[src/design/dtt_map.svh]
// register map, field positions, reset values and select codes of the dual timer
`ifndef DTT_MAP_SVH
`define DTT_MAP_SVH

`define DTT_ADDR_W          8
`define DTT_DATA_W          8

`define DTT_A_T0            8'h00
`define DTT_A_T1            8'h01
`define DTT_A_RUN           8'h02
`define DTT_A_CLK           8'h03
`define DTT_A_TOG           8'h04

`define DTT_RUN_T0_BIT      0
`define DTT_RUN_T1_BIT      1
`define DTT_CLK_T0_LSB      0
`define DTT_CLK_T1_LSB      2
`define DTT_CLK_MODE_BIT    4
`define DTT_TOG_CMD_LSB     0
`define DTT_TOG_INV_BIT     2
`define DTT_TOG_SRC_BIT     3

`define DTT_SEL_EXT         2'h0
`define DTT_SEL_T0MATCH     2'h0
`define DTT_SEL_DIV8        2'h1
`define DTT_SEL_DIV128      2'h2
`define DTT_SEL_DIV2048     2'h3

`define DTT_CMD_CLEAR       2'h0
`define DTT_CMD_SET         2'h1
`define DTT_CMD_INVERT      2'h2

`define DTT_BYTE_ZERO       8'h00
`define DTT_CNT_ONE         9'h001
`define DTT_SEL_RESET       2'h0

`endif

[src/design/dtt_pkg.sv]
// shared types of the dual timer
package dtt_pkg;
    typedef logic [7:0] dtt_byte_t;
    typedef logic [1:0] dtt_sel_t;
endpackage

[src/design/dtt_cnt_if.sv]
// signals between the timer top and one counter/comparator slice
`timescale 1ns/1ps
interface dtt_cnt_if;
    logic               tick;
    logic               run;
    logic               self_clr;
    logic               ext_clr;
    dtt_pkg::dtt_byte_t cmp;
    dtt_pkg::dtt_byte_t cnt;
    logic               hit;
    logic               ovf;

    modport ctl (output tick, output run, output self_clr, output ext_clr, output cmp,
                 input cnt, input hit, input ovf);
    modport cnt_side (input tick, input run, input self_clr, input ext_clr, input cmp,
                      output cnt, output hit, output ovf);
endinterface

[src/design/dtt_counter.sv]
// one 8-bit up counter with its comparator
`timescale 1ns/1ps
`include "dtt_map.svh"
module dtt_counter (
    // clock and reset
    input  wire logic   core_clk,
    input  wire logic   rst,
    input  wire logic   ce,
    // slice signals
    dtt_cnt_if.cnt_side c
);
    dtt_pkg::dtt_byte_t cnt_r;
    logic [8:0]         sum;

    assign sum   = {1'b0, cnt_r} + `DTT_CNT_ONE;
    assign c.cnt = cnt_r;
    assign c.ovf = c.tick & sum[8];
    // compare value read live, so a new value acts at once; zero means 256 counts
    // a stopped slice must not match, or a parked timer 1 would raise requests
    assign c.hit = c.tick & c.run &
                   ((c.cmp == `DTT_BYTE_ZERO) ? sum[8] : (sum[7:0] == c.cmp)); // RL18

    always_ff @(posedge core_clk) begin
        if (rst) begin
            cnt_r <= `DTT_BYTE_ZERO;
        end else if (ce) begin
            if (!c.run || c.ext_clr || (c.hit && c.self_clr)) begin
                cnt_r <= `DTT_BYTE_ZERO; // RL9
            end else if (c.tick) begin
                cnt_r <= sum[7:0];
            end
        end
    end
endmodule

[src/design/dtt_top.sv]
// dual 8-bit interval timer with shared toggle flip-flop and register port
//
// Contract
// RL1 - selected match inverts toggle, drives output pin
// RL2 - 8-bit mode: select 0 timer0, 1 timer1
// RL3 - software sets select to 1 when cascaded
// RL4 - select bit resets to zero
// RL5 - inversion enable gates match inversion, resets zero
// RL6 - software command clears, sets or inverts toggle
// RL7 - only timer pair owns the toggle
// RL8 - clock from div8, div128, div2048 taps, external
// RL9 - counter cleared when stopped or matched
// RL10 - count read is live, zero when stopped
// RL11 - stop both timers before changing mode
// RL12 - timer1 may count timer0 matches
// RL13 - dummy timer1 compare write when timer0 alone
// RL14 - select clock before starting the timer
// RL15 - toggle state and compares are unreadable
// RL16 - stop, program, enable interrupt, then start
// RL17 - match zeroes counter, raises irq, inverts toggle
// RL18 - zero compare matches on overflow, immediate
// RL19 - cascade clocks timer1 by timer0 overflow
// RL20 - software command wins over match inversion
`timescale 1ns/1ps
`include "dtt_map.svh"
module dtt_top (
    // clock, reset, enable
    input  wire logic                     core_clk,
    input  wire logic                     rst,
    input  wire logic                     ce,
    // register port
    input  wire logic [`DTT_ADDR_W-1:0]   reg_addr,
    input  wire logic [`DTT_DATA_W-1:0]   reg_wdata,
    input  wire logic                     reg_wr,
    input  wire logic                     reg_rd,
    output logic      [`DTT_DATA_W-1:0]   reg_rdata,
    // time base taps and external count input
    input  wire logic                     base_tap_div8,
    input  wire logic                     base_tap_div128,
    input  wire logic                     base_tap_div2048,
    input  wire logic                     ext_count_in,
    // outputs
    output logic                          toggle_out_pin,
    output logic                          irq_timer_zero,
    output logic                          irq_timer_one
);
    dtt_pkg::dtt_byte_t compare_t0_r;
    dtt_pkg::dtt_byte_t compare_t1_r;
    logic               run_bit_t0_r;
    logic               run_bit_t1_r;
    dtt_pkg::dtt_sel_t  t0_clock_sel_r;
    dtt_pkg::dtt_sel_t  t1_clock_sel_r;
    logic               cascade_mode_bit_r;
    logic               toggle_inv_en_r;
    logic               toggle_src_sel_r;
    logic               toggle_ff_r;
    logic               toggle_ff_nxt;
    logic [`DTT_DATA_W-1:0] rdata_r;
    logic [`DTT_DATA_W-1:0] rdata_nxt;
    logic               irq0_r;
    logic               irq1_r;
    logic [3:0]         tap_prev_r;
    logic [3:0]         tap_now;
    logic [3:0]         tap_edge;
    logic [1:0]         tick;
    logic [1:0]         run;
    logic               wr_t0;
    logic               wr_t1;
    logic               wr_run;
    logic               wr_clk;
    logic               wr_tog;
    logic               match16;
    logic               match0;
    logic               match1;
    logic               inv_event;
    logic [1:0]         sw_cmd;

    dtt_cnt_if slice [2] ();

    assign wr_t0  = reg_wr && (reg_addr == `DTT_A_T0);
    assign wr_t1  = reg_wr && (reg_addr == `DTT_A_T1);
    assign wr_run = reg_wr && (reg_addr == `DTT_A_RUN);
    assign wr_clk = reg_wr && (reg_addr == `DTT_A_CLK);
    assign wr_tog = reg_wr && (reg_addr == `DTT_A_TOG);
    assign sw_cmd = reg_wdata[`DTT_TOG_CMD_LSB +: 2];

    // taps are counted on their rising edges; inputs are synchronous to core_clk
    assign tap_now  = {ext_count_in, base_tap_div2048, base_tap_div128, base_tap_div8};
    assign tap_edge = tap_now & ~tap_prev_r;

    always_ff @(posedge core_clk) begin
        if (rst) begin
            tap_prev_r <= 4'h0;
        end else if (ce) begin
            tap_prev_r <= tap_now;
        end
    end

    // timer 0 clock: external pin or a time base tap
    always_comb begin
        case (t0_clock_sel_r)
            `DTT_SEL_EXT:     tick[0] = tap_edge[3]; // RL8
            `DTT_SEL_DIV8:    tick[0] = tap_edge[0]; // RL8
            `DTT_SEL_DIV128:  tick[0] = tap_edge[1];
            `DTT_SEL_DIV2048: tick[0] = tap_edge[2];
            default:          tick[0] = 1'b0;
        endcase
    end

    // timer 1 clock: timer 0 match, a tap, or timer 0 overflow when cascaded
    always_comb begin
        if (cascade_mode_bit_r) begin
            tick[1] = slice[0].ovf; // RL19
        end else begin
            case (t1_clock_sel_r)
                `DTT_SEL_T0MATCH: tick[1] = slice[0].hit; // RL12
                `DTT_SEL_DIV8:    tick[1] = tap_edge[0]; // RL8
                `DTT_SEL_DIV128:  tick[1] = tap_edge[1];
                `DTT_SEL_DIV2048: tick[1] = tap_edge[2];
                default:          tick[1] = 1'b0;
            endcase
        end
    end

    assign run = {run_bit_t1_r, run_bit_t0_r};

    // in cascade the 16-bit match is timer 0 hitting while timer 1 sits at its compare
    assign match16 = slice[0].hit && (slice[1].cnt == compare_t1_r);
    assign match0  = !cascade_mode_bit_r && slice[0].hit;
    assign match1  = cascade_mode_bit_r ? match16 : slice[1].hit;

    genvar gi;
    generate
        for (gi = 0; gi < 2; gi++) begin : g_slice
            assign slice[gi].tick     = tick[gi];
            assign slice[gi].run      = run[gi];
            assign slice[gi].self_clr = !cascade_mode_bit_r; // RL17
            assign slice[gi].ext_clr  = cascade_mode_bit_r && match16;
            assign slice[gi].cmp      = (gi == 0) ? compare_t0_r : compare_t1_r;
            dtt_counter u_cnt (
                .core_clk (core_clk),
                .rst      (rst),
                .ce       (ce),
                .c        (slice[gi].cnt_side)
            );
        end
    endgenerate

    // control registers; software keeps mode changes to stopped timers
    always_ff @(posedge core_clk) begin
        if (rst) begin
            compare_t0_r <= `DTT_BYTE_ZERO;
            compare_t1_r <= `DTT_BYTE_ZERO;
        end else if (ce) begin
            if (wr_t0) begin
                compare_t0_r <= reg_wdata;
            end
            if (wr_t1) begin
                compare_t1_r <= reg_wdata;
            end
        end
    end

    always_ff @(posedge core_clk) begin
        if (rst) begin
            run_bit_t0_r       <= 1'b0;
            run_bit_t1_r       <= 1'b0;
            t0_clock_sel_r     <= `DTT_SEL_RESET;
            t1_clock_sel_r     <= `DTT_SEL_RESET;
            cascade_mode_bit_r <= 1'b0; // RL19
        end else if (ce) begin
            if (wr_run) begin
                run_bit_t0_r <= reg_wdata[`DTT_RUN_T0_BIT];
                run_bit_t1_r <= reg_wdata[`DTT_RUN_T1_BIT];
            end
            if (wr_clk) begin
                t0_clock_sel_r     <= reg_wdata[`DTT_CLK_T0_LSB +: 2];
                t1_clock_sel_r     <= reg_wdata[`DTT_CLK_T1_LSB +: 2];
                cascade_mode_bit_r <= reg_wdata[`DTT_CLK_MODE_BIT];
            end
        end
    end

    always_ff @(posedge core_clk) begin
        if (rst) begin
            toggle_inv_en_r  <= 1'b0; // RL5
            toggle_src_sel_r <= 1'b0; // RL4
        end else if (ce && wr_tog) begin
            toggle_inv_en_r  <= reg_wdata[`DTT_TOG_INV_BIT];
            toggle_src_sel_r <= reg_wdata[`DTT_TOG_SRC_BIT];
        end
    end

    // the one toggle flip-flop belongs to timers 0 and 1 only
    assign inv_event = toggle_inv_en_r && (toggle_src_sel_r ? match1 : match0); // RL1 RL2 RL5 RL7

    always_comb begin
        toggle_ff_nxt = toggle_ff_r;
        if (inv_event) begin
            toggle_ff_nxt = !toggle_ff_r; // RL17
        end
        // a software command replaces a same-cycle match inversion
        if (wr_tog) begin
            case (sw_cmd)
                `DTT_CMD_CLEAR:  toggle_ff_nxt = 1'b0; // RL6 RL20
                `DTT_CMD_SET:    toggle_ff_nxt = 1'b1; // RL6
                `DTT_CMD_INVERT: toggle_ff_nxt = !toggle_ff_r; // RL6
                default:         toggle_ff_nxt = toggle_ff_nxt;
            endcase
        end
    end

    always_ff @(posedge core_clk) begin
        if (rst) begin
            toggle_ff_r <= 1'b0;
        end else if (ce) begin
            toggle_ff_r <= toggle_ff_nxt; // RL1
        end
    end

    assign toggle_out_pin = toggle_ff_r; // RL1

    // interrupt requests are one-cycle pulses; timer 0 is silent when cascaded
    always_ff @(posedge core_clk) begin
        if (rst) begin
            irq0_r <= 1'b0;
            irq1_r <= 1'b0;
        end else if (ce) begin
            irq0_r <= match0; // RL17
            irq1_r <= match1; // RL17
        end
    end

    assign irq_timer_zero = irq0_r;
    assign irq_timer_one  = irq1_r;

    // read mux: compares and the toggle state are write-only
    always_comb begin
        rdata_nxt = `DTT_BYTE_ZERO;
        if (reg_rd) begin
            case (reg_addr)
                `DTT_A_T0:  rdata_nxt = run_bit_t0_r ? slice[0].cnt : `DTT_BYTE_ZERO; // RL10
                `DTT_A_T1:  rdata_nxt = run_bit_t1_r ? slice[1].cnt : `DTT_BYTE_ZERO; // RL10
                `DTT_A_RUN: begin
                    rdata_nxt[`DTT_RUN_T0_BIT] = run_bit_t0_r;
                    rdata_nxt[`DTT_RUN_T1_BIT] = run_bit_t1_r;
                end
                `DTT_A_CLK: begin
                    rdata_nxt[`DTT_CLK_T0_LSB +: 2] = t0_clock_sel_r;
                    rdata_nxt[`DTT_CLK_T1_LSB +: 2] = t1_clock_sel_r;
                    rdata_nxt[`DTT_CLK_MODE_BIT]    = cascade_mode_bit_r;
                end
                `DTT_A_TOG: begin
                    rdata_nxt[`DTT_TOG_INV_BIT] = toggle_inv_en_r; // RL15
                    rdata_nxt[`DTT_TOG_SRC_BIT] = toggle_src_sel_r;
                end
                default:    rdata_nxt = `DTT_BYTE_ZERO;
            endcase
        end
    end

    always_ff @(posedge core_clk) begin
        if (rst) begin
            rdata_r <= `DTT_BYTE_ZERO;
        end else if (ce) begin
            rdata_r <= rdata_nxt;
        end
    end

    assign reg_rdata = rdata_r;
endmodule

[config.mk]
export PLATFORM = sky130hd
export DESIGN_NAME = dtt_top
export DESIGN_NICKNAME = d
export VERILOG_FILES = /design/src/design/dtt_pkg.sv /design/src/design/dtt_cnt_if.sv /design/src/design/dtt_counter.sv /design/src/design/dtt_top.sv
export VERILOG_INCLUDE_DIRS = /design/src /design/src/design
export SDC_FILE = /design/constraint.sdc
export NUM_CORES = 1
export LEC_CHECK = 0
export ABC_AREA = 0
export BUFFER_PORTS_ARGS = -buffer_cell sky130_fd_sc_hd__buf_2
export CAP_MARGIN = 25
export CORE_MARGIN = 1.5
export CORE_UTILIZATION = 45
export DETAILED_ROUTE_END_ITERATION = 7
export PLACE_DENSITY = 0.67
export SYNTH_ARGS = -nofsm -noshare
export SYNTH_HDL_FRONTEND = slang
export SYNTH_SLANG_ARGS = --single-unit
[constraint.sdc]
create_clock -name core_clk -period 3.5 [get_ports core_clk]
set_input_delay 0.525 -clock core_clk [delete_from_list [all_inputs] [get_ports core_clk]]
set_output_delay 0.525 -clock core_clk [all_outputs]
set_load 0.01 [all_outputs]
==> out/results.ini, run 1 <==
[outcome]
status = complete, no violations

[clock_network]
postCtsResizedCells = 0
clock_latency_ns = 0.32
tritoncts = yes
clock-root-buffer = clkbuf_8
clk_pin_slew_ns = 0.10
ctsHoldBuffers = 0
clk_path_buf_depth = 2
h-tree-depth = 2
cts_made_buffers = 5
cts_sinks = 56
cts_setup_buffers = 0

[yosys]
syn_nets = 466
ys_warn_count = 0
synthDistinctLibCells = 69
seq_area_frac_synth_pct = 32.3
synth-edff-count = 0
ys_ff_latch = 56
synth_flop_cell = dfxtp_1
synthesis.area_sq_um = 3470
syn_inst = 439
async_flop_share_pct = 0
synth_area_per_cell_sq_um = 7.91

[drt]
firstDrtPassIters = 5
via_per_inst = 6.01
wl_microns = 9490
drtIter0Drc = 285
remaining_drc_errors = 0
avgRoutedWirePerCell_microns = 16.9
antenna_left = 0
vias = 3375

[sta]
rsz0062_at_grt = no
fmax_mhz = 341
setup_tns_ns = 0
worstMarginPinSlew_ns = 0.523
setup_viol = 0
finalCritPeriodShare_pct = 83.9
drv_slew = 0
hold_viol_final = 0
fin_crit_ns = 2.94
timing.slew.headroom_pct = 64.7
clock_skew_ns = 0.00511

[worst_hold_path]
min_path_cells = 3
hold-path-endpoint = tap_prev_r[2]
hp-start = base_tap_div2048
hp-class = in2reg

[final_layout]
layout_commonest_cell = nand2_1
seqCellArea_sq_um = 1120
drive_gt1_share_pct = 13.2
area_growth_pct = 9.08
multiInputGateArea_sq_um = 2200
final_cell_mix = nand2_1, dfxtp_1, nor2_1, a21oi_1, buf_2
num-fill-cells = 743
antenna_cells = 0
nets = 489

[setup_path]
crit_fanout = 7
path_buf_inv = 0
slowest_stage = dfxtp_1
end_kind = flop
reg2reg_to = g_slice[1].u_cnt.c.cnt[1]
reg2reg_from = g_slice[1].u_cnt.c.cnt[1]
cp.required_ns = 3.70
worst_ep_arrival_time_ns = 3.14
rrSetupSlack_ns = 0.56
cp-start-kind = flop
cp_slowest_stage_delay_ns = 0.53
crit_path_cell_trace = ha_1, nand3b_1, a221oi_1, a21oi_1, o41ai_2, nand2_1, o211ai_2, a21boi_1, nor2_1
cp_top_family = compound AO/OA/AOI/OAI gates
crit_type = reg2reg
r2r_cells = 9

[grt]
grt_pass1_vias = 3118
grt_pass1_wl_microns = 15900
grt_max_degree = 32
grt_usage_pct = 24.0
overflow = 0
antenna_found_initial = 0

[floorplanning]
num_rows = 31
initial_core_util_pct = 47.1
dieArea_sq_um = 8250
chipWidth_microns = 90.8
ios = 36
core-area_sq_um = 7370
dieHeight_microns = 90.8

[place]
dp_hpwl_microns = 7160
gp_congestion = 0.987
portBuffers = 35

[pwr]
p_per_area_nw_per_um2 = 289
peakVddDrop_mv = 0.183
p_leak_nw = 1.42
fin_total_pwr_mw = 1.10

[flow_run]
cap_violations = 0

[sequential cells by signal, summed over array words and instances, names as in the netlist, 2 cells and up]
signal,count
t0_clock_sel_r,2
compare_t1_r,8
reg_rdata,8
t1_clock_sel_r,2
g_slice.u_cnt.c.cnt,16
compare_t0_r,8
tap_prev_r,4
[layout make-up]
cell class,count,share of cell area [%]
clock buffer,7,2.28
clock inverter,1,0.198
inverter,7,0.694
multi-input combinational,351,58.1
sequential,56,29.6
tap,99,3.27
timing repair buffer,41,5.81
[per-stage QoR]
stage	cells	hold WS, ns	utilization, %	instance area (sq um)	setup WS, ns
after global routing	562	0.458	51.4	3790	0.318
final	562	0.455	51.4	3790	0.565
after detailed placement	554	0.452	50.1	3690	0.592
after global placement	554	0.439	50.1	3690	0.654
after CTS	562	0.456	51.4	3790	0.610
after floorplan	439	0.456	-	3470	0.979
[synthesized netlist by cell type, drive strengths merged (3+ instances only)]
master  count  area [sq um]
or3         7          45.1
o21ai      20           100
dfxtp      56          1120
nor2b       9          56.3
inv         7          26.3
or4         3          22.5
a22o        7          62.6
xor2       10          87.6
nand3      25           125
a21oi      37           185
nor2       40           150
mux2i      23           230
clkbuf     15          56.3
nand3b      4          30.0
nand2b      5          31.3
o21a        4          30.0
nand2      59           221
and3        9          61.3
buf        10          66.3
nor3       12          60.1
and2        3          18.8
xnor2      12           124
nand4       7          43.8
nor4       10          83.8
[worst reg2reg max path, stage by stage, from the launching register on]
cell and delay (ns):
dfxtp_1 0.53, ha_1 0.38, nand3b_1 0.12, a221oi_1 0.29, a21oi_1 0.09, o41ai_2 0.46, nand2_1 0.14, o211ai_2 0.29
a21boi_1 0.43, nor2_1 0.09
[report_power, final]
group	switching, mW	total [mW]	leakage [nW]	internal, mW
Combinational	0.0531	0.0788	0.926	0.0258
Sequential	0.00185	0.641	0.452	0.640
Clock	0.214	0.375	0.0445	0.161
[worst max-delay path by stage]
| stage | start | end | slack (ns) | depth (start not counted) |
|---|---|---|---|---|
| global route | g_slice[1].u_cnt.c.cnt[1] | g_slice[1].u_cnt.c.cnt[1] | 0.32 | 9 |
| finish | g_slice[1].u_cnt.c.cnt[1] | g_slice[1].u_cnt.c.cnt[1] | 0.56 | 9 |
| CTS | g_slice[1].u_cnt.c.cnt[1] | g_slice[1].u_cnt.c.cnt[1] | 0.61 | 9 |
| floorplan | g_slice[0].u_cnt.c.cnt[0] | g_slice[1].u_cnt.c.cnt[4] | 0.98 | 10 |
| global placement | base_tap_div8 | g_slice[1].u_cnt.c.cnt[3] | 0.65 | 9 |
| detailed placement | base_tap_div8 | g_slice[1].u_cnt.c.cnt[3] | 0.59 | 9 |
[per-layer routing]
| metal | routed length (microns) | track usage, % | vias to the layer above |
|---|---|---|---|
| li1 | - | - | 1642 |
| met1 | 4410 | 34.3 | 1552 |
| met5 | 0 | 0 | - |
| met4 | 146 | 5.34 | 0 |
| met2 | 4150 | 37.3 | 162 |
| met3 | 777 | 4.38 | 19 |
[kinds of logic after synthesis]
| group | count (synthesis) | synth area share [%] |
|---|---|---|
| compound gates | 101 | 19.8 |
| xor+xnor | 22 | 6.09 |
| fa+ha+maj | 2 | 0.721 |
| buf+inv | 32 | 4.29 |
| flops | 56 | 32.3 |
| mux | 24 | 7.28 |
| simple gates | 202 | 29.5 |
No activity file was read; power rests on OpenSTA's default activity.
==> run 2: changes to the inputs <==
clock period = 2.8 ns   (was 3.5 ns; I/O delays follow)
==> out/results.ini, run 2 (same netlist as run 1, synthesis figures left out) <==
[grt]
grt_usage_pct = 24.6
grt_pass1_wl_microns = 16200
grt_pass1_vias = 3229
overflow = 0
grt_max_degree = 36
antenna_found_initial = 0

[pwr]
clkPwrFrac_pct = 34.5
switching_power_mw = 0.344
p_per_area_nw_per_um2 = 350
sw_frac_of_total_pct = 24.9
peakVddDrop_mv = 0.206
p_leak_nw = 1.51
internal-power_mw = 1.04
seqPwrFrac_pct = 58.1
p_comb_share_pct = 7.4

[drt]
avgRoutedWirePerCell_microns = 17.1
firstDrtPassIters = 4
antenna_left = 0
wl_microns = 9900
remaining_drc_errors = 0
via_per_inst = 5.93
drtIter0Drc = 270
vias = 3431

[sta]
fmax_mhz = 373
drv_slew = 0
setup_tns_ns = 0
hold_viol_final = 0
worstMarginPinSlew_ns = 0.516
timing.slew.headroom_pct = 65.5
setup_viol = 0
finalCritPeriodShare_pct = 95.8
clock_skew_ns = 0.00687
fin_crit_ns = 2.68
rsz0062_at_grt = no

[floorplanning]
core-area_sq_um = 7370
num_rows = 31
initial_core_util_pct = 47.1
dieHeight_microns = 90.8
chipWidth_microns = 90.8
dieArea_sq_um = 8250
ios = 36

[final_layout]
nets = 506
num-fill-cells = 730
area_growth_pct = 13.6
drive_gt1_share_pct = 17.7
layout_commonest_cell = nand2_1
largest_register_ff_count = 16
finalNonFillerCells = 579
final_cell_mix = nand2_1, dfxtp_1, nor2_1, a21oi_1, buf_2
antenna_cells = 0
multiInputGateArea_sq_um = 2230
seqCellArea_sq_um = 1120

[setup_path]
end_kind = flop
r2r_cells = 9
rrSetupSlack_ns = 0.12
crit_type = reg2reg
crit_fanout = 10
reg2reg_to = g_slice[1].u_cnt.c.cnt[4]
cp.required_ns = 3.05
reg2reg_from = g_slice[0].u_cnt.c.cnt[3]
worst_ep_arrival_time_ns = 2.93
cp-start-kind = flop

[clock_network]
h-tree-depth = 2
cts_made_buffers = 5
cts_sinks = 56
cts_setup_buffers = 0
tritoncts = yes
clk_path_buf_depth = 2
clk_pin_slew_ns = 0.10
clock_latency_ns = 0.32
ctsHoldBuffers = 0
clock-root-buffer = clkbuf_8

[worst_hold_path]
min_path_cells = 3
hold-path-endpoint = tap_prev_r[1]
hp-start = base_tap_div128
hp-class = in2reg

[place]
dp_hpwl_microns = 7670
portBuffers = 35
gp_congestion = 0.938
dp_cells = 571

[outcome]
status = complete, no violations

[flow_run]
cap_violations = 0

run 2: cell types whose count changed in the layout (fill, tap and decap cells not counted), sizes merged:
| cell | delta |
|---|---|
| clkinvlp | +1 |
| buf | +17 |
| clkbuf | -1 |
run 2: layout make-up:
type,count,share of cell area (%)
Multi-Input combinational cell,351,56.5
Sequential cell,56,28.4
Timing Repair Buffer,58,8.82
Tap cell,99,3.14
Clock buffer,6,2.09
Inverter,7,0.666
Clock inverter,2,0.381
run 2: worst max path at each step:
stage / start / to / slack (ns) / depth (start not counted)
6_report: g_slice[0].u_cnt.c.cnt[3] / g_slice[1].u_cnt.c.cnt[4] / 0.12 / 9
5_1_grt: g_slice[0].u_cnt.c.cnt[1] / g_slice[1].u_cnt.c.cnt[4] / 0.01 / 9
4_1_cts: g_slice[0].u_cnt.c.cnt[1] / g_slice[1].u_cnt.c.cnt[3] / 0.01 / 9
3_5_place_dp: g_slice[0].u_cnt.c.cnt[1] / g_slice[1].u_cnt.c.cnt[3] / 0.02 / 9
3_3_place_gp: g_slice[0].u_cnt.c.cnt[1] / g_slice[1].u_cnt.c.cnt[3] / 0.13 / 9
2_1_floorplan: g_slice[0].u_cnt.c.cnt[0] / g_slice[1].u_cnt.c.cnt[4] / 0.28 / 10
run 2: what timing repair did:
item | CTS | global route
endpoints found under the hold margin | 0 | 0
endpoints found under the setup margin | 0 | 13
resized for setup | 0 | 7
run 2: worst max-delay path, stage by stage, from the launching register on:
cell and delay (ns):
dfxtp_1 0.52, buf_4 0.20, and3_1 0.25, a31o_2 0.19, nand4_1 0.15, nor4_4 0.25
nor4_2 0.12, a221o_2 0.45, or3_1 0.33, a21oi_1 0.15
run 2: metal layers:
metal	vias to the layer above	global-route usage [%]	part of all wire, %
li1	1671	-	-
met1	1633	34.2	48
met2	116	39.6	45
met3	11	3.54	5.7
met4	0	6.90	1.6
met5	-	0	0
run 2: power by group through the flow:
| stage | Sequential [mW] | Combinational, mW | Clock (mW) |
|---|---|---|---|
| 3_3_place_gp | 0.820 | 0.0986 | 0 |
| 5_1_grt | 0.802 | 0.110 | 0.512 |
| 2_1_floorplan | 0.820 | 0.0542 | 0 |
| 4_1_cts | 0.802 | 0.0999 | 0.487 |
| 6_report | 0.802 | 0.101 | 0.476 |
| 3_5_place_dp | 0.820 | 0.0998 | 0 |
run 2: metrics by stage:
stage	util, %	worst slack (ns)	power (mW)	hold WS [ns]	area [sq um]
after floorplan	-	0.279	0.874	0.456	3470
after global placement	51.9	0.134	0.919	0.439	3820
after detailed placement	51.9	0.0249	0.920	0.449	3820
after CTS	53.2	0.0140	1.39	0.349	3920
after global routing	53.5	0.0129	1.42	0.376	3950
final	53.5	0.117	1.38	0.355	3950
==> run 3: changes to the inputs <==
BUFFER_PORTS_ARGS = -buffer_cell sky130_fd_sc_hd__buf_4   (was -buffer_cell sky130_fd_sc_hd__buf_2)
clock period = 2.9 ns   (was 2.8 ns; I/O delays follow)
==> out/results.ini, run 3 (same netlist as run 1, synthesis figures left out) <==
[floorplanning]
num_rows = 31
chipWidth_microns = 90.8
initial_core_util_pct = 47.1
core-area_sq_um = 7370
dieArea_sq_um = 8250
ios = 36
dieHeight_microns = 90.8

[grt]
grt_pass1_wl_microns = 15700
overflow = 0
antenna_found_initial = 0
grt_pass1_vias = 3214
grt_usage_pct = 24.0
grt_max_degree = 51

[final_layout]
final_cell_area_sq_um = 4010
area_growth_pct = 15.4
drive_gt1_share_pct = 16.0
nets = 500
layout_commonest_cell = nand2_1
antenna_cells = 0
final_cell_mix = nand2_1, dfxtp_1, buf_4, nor2_1, a21oi_1
largest_register_ff_count = 16

[clock_network]
clk_pin_slew_ns = 0.11
clock-root-buffer = clkbuf_8
clock_latency_ns = 0.32
clk_path_buf_depth = 2
cts_sinks = 56
ctsHoldBuffers = 0
cts_made_buffers = 5
h-tree-depth = 2
tritoncts = yes

[setup_path]
end_kind = flop
r2r_cells = 9
crit_fanout = 10
rrSetupSlack_ns = 0.12
cp-start-kind = flop
reg2reg_from = g_slice[0].u_cnt.c.cnt[1]
crit_type = reg2reg
reg2reg_to = g_slice[1].u_cnt.c.cnt[7]
cp.required_ns = 3.16
worst_ep_arrival_time_ns = 3.05

[sta]
setup_viol = 0
worstMarginPinSlew_ns = 0.524
clock_skew_ns = 0.00851
fin_crit_ns = 2.78
holdWs_ns = 0.357
fmax_mhz = 359
fin_ws_ns = 0.118
hold_viol_final = 0
drv_slew = 0
setup_tns_ns = 0
timing.slew.headroom_pct = 65.0
finalCritPeriodShare_pct = 95.9

[place]
gp_congestion = 0.982
dp_hpwl_microns = 7310
post-place-ws_ns = 0.0622
portBuffers = 35
dpl_cell_area_sq_um = 3860

[worst_hold_path]
hold-path-endpoint = tap_prev_r[3]
hp-class = in2reg
hp-start = ext_count_in
min_path_cells = 3

[pwr]
p_leak_nw = 1.53
seqPwrFrac_pct = 51.5
internal-power_mw = 1.16
sw_frac_of_total_pct = 22.8
switching_power_mw = 0.343
clkPwrFrac_pct = 41.4
p_comb_share_pct = 7.1
p_per_area_nw_per_um2 = 375
peakVddDrop_mv = 0.188

[drt]
drtIter0Drc = 297
via_per_inst = 5.90
avgRoutedWirePerCell_microns = 16.8
antenna_left = 0
vias = 3383
remaining_drc_errors = 0
firstDrtPassIters = 6
wl_microns = 9630

[flow_run]
cap_violations = 0

[outcome]
status = complete, no violations

==> run 3: final cells by class <==
class                      instances  area (sq um)
fill                             736          3360
tap                               99           124
multi-input combinational        351          2210
clock buffer                       5          68.8
inverter                           7          26.3
sequential                        56          1120
timing repair buffer              52           390
clock inverter                     3          68.8
==> run 3: what timing repair did <==
item	4_1_cts	5_1_grt
gates resized for setup	0	3
buffers inserted	0	0
endpoints found under the hold margin	0	0
setup endpoints to repair	0	7
==> run 3: how the worst max path moves through the flow <==
| stage | from | to | slack [ns] | cells after the start |
|---|---|---|---|---|
| 4_1_cts | g_slice[0].u_cnt.c.cnt[0] | g_slice[1].u_cnt.c.cnt[3] | 0.06 | 9 |
| 3_3_place_gp | g_slice[0].u_cnt.c.cnt[0] | g_slice[1].u_cnt.c.cnt[1] | 0.15 | 9 |
| 5_1_grt | g_slice[0].u_cnt.c.cnt[1] | g_slice[1].u_cnt.c.cnt[7] | -0.01 | 9 |
| 3_5_place_dp | g_slice[0].u_cnt.c.cnt[0] | g_slice[1].u_cnt.c.cnt[3] | 0.06 | 9 |
| 6_report | g_slice[0].u_cnt.c.cnt[1] | g_slice[1].u_cnt.c.cnt[7] | 0.12 | 9 |
| 2_1_floorplan | g_slice[0].u_cnt.c.cnt[0] | g_slice[1].u_cnt.c.cnt[4] | 0.38 | 10 |
==> run 3: power groups by stage <==
| stage | Combinational [mW] | Sequential [mW] | Clock [mW] |
|---|---|---|---|
| finish | 0.106 | 0.774 | 0.623 |
| global route | 0.114 | 0.775 | 0.668 |
| CTS | 0.104 | 0.774 | 0.632 |
| detailed placement | 0.104 | 0.792 | 0 |
| global placement | 0.103 | 0.792 | 0 |
| floorplan | 0.0524 | 0.791 | 0 |
==> run 3: critical path, stage by stage (launching register included) <==
cell and delay, ns:
dfxtp_1 0.43, ha_1 0.27, and2_1 0.19, and3_4 0.22
o2111ai_4 0.15, nor4_4 0.38, nor4_2 0.13, a221o_2 0.46
or3_1 0.35, a21oi_1 0.14
==> run 3: per-layer routing <==
layer | GRT usage, % | share of wire [%] | vias to the layer above
met4 | 7.16 | 1.3 | 0
met1 | 33.0 | 48 | 1593
met3 | 3.96 | 6.7 | 11
met2 | 38.5 | 44 | 124
li1 | - | - | 1655
met5 | 0 | 0 | -
==> run 3: stage by stage <==
stage	power [mW]	utilization (%)	std cells
2_1_floorplan	0.844	-	439
3_3_place_gp	0.895	52.4	565
3_5_place_dp	0.896	52.4	565
4_1_cts	1.51	54.3	573
5_1_grt	1.56	54.4	573
6_report	1.50	54.4	573
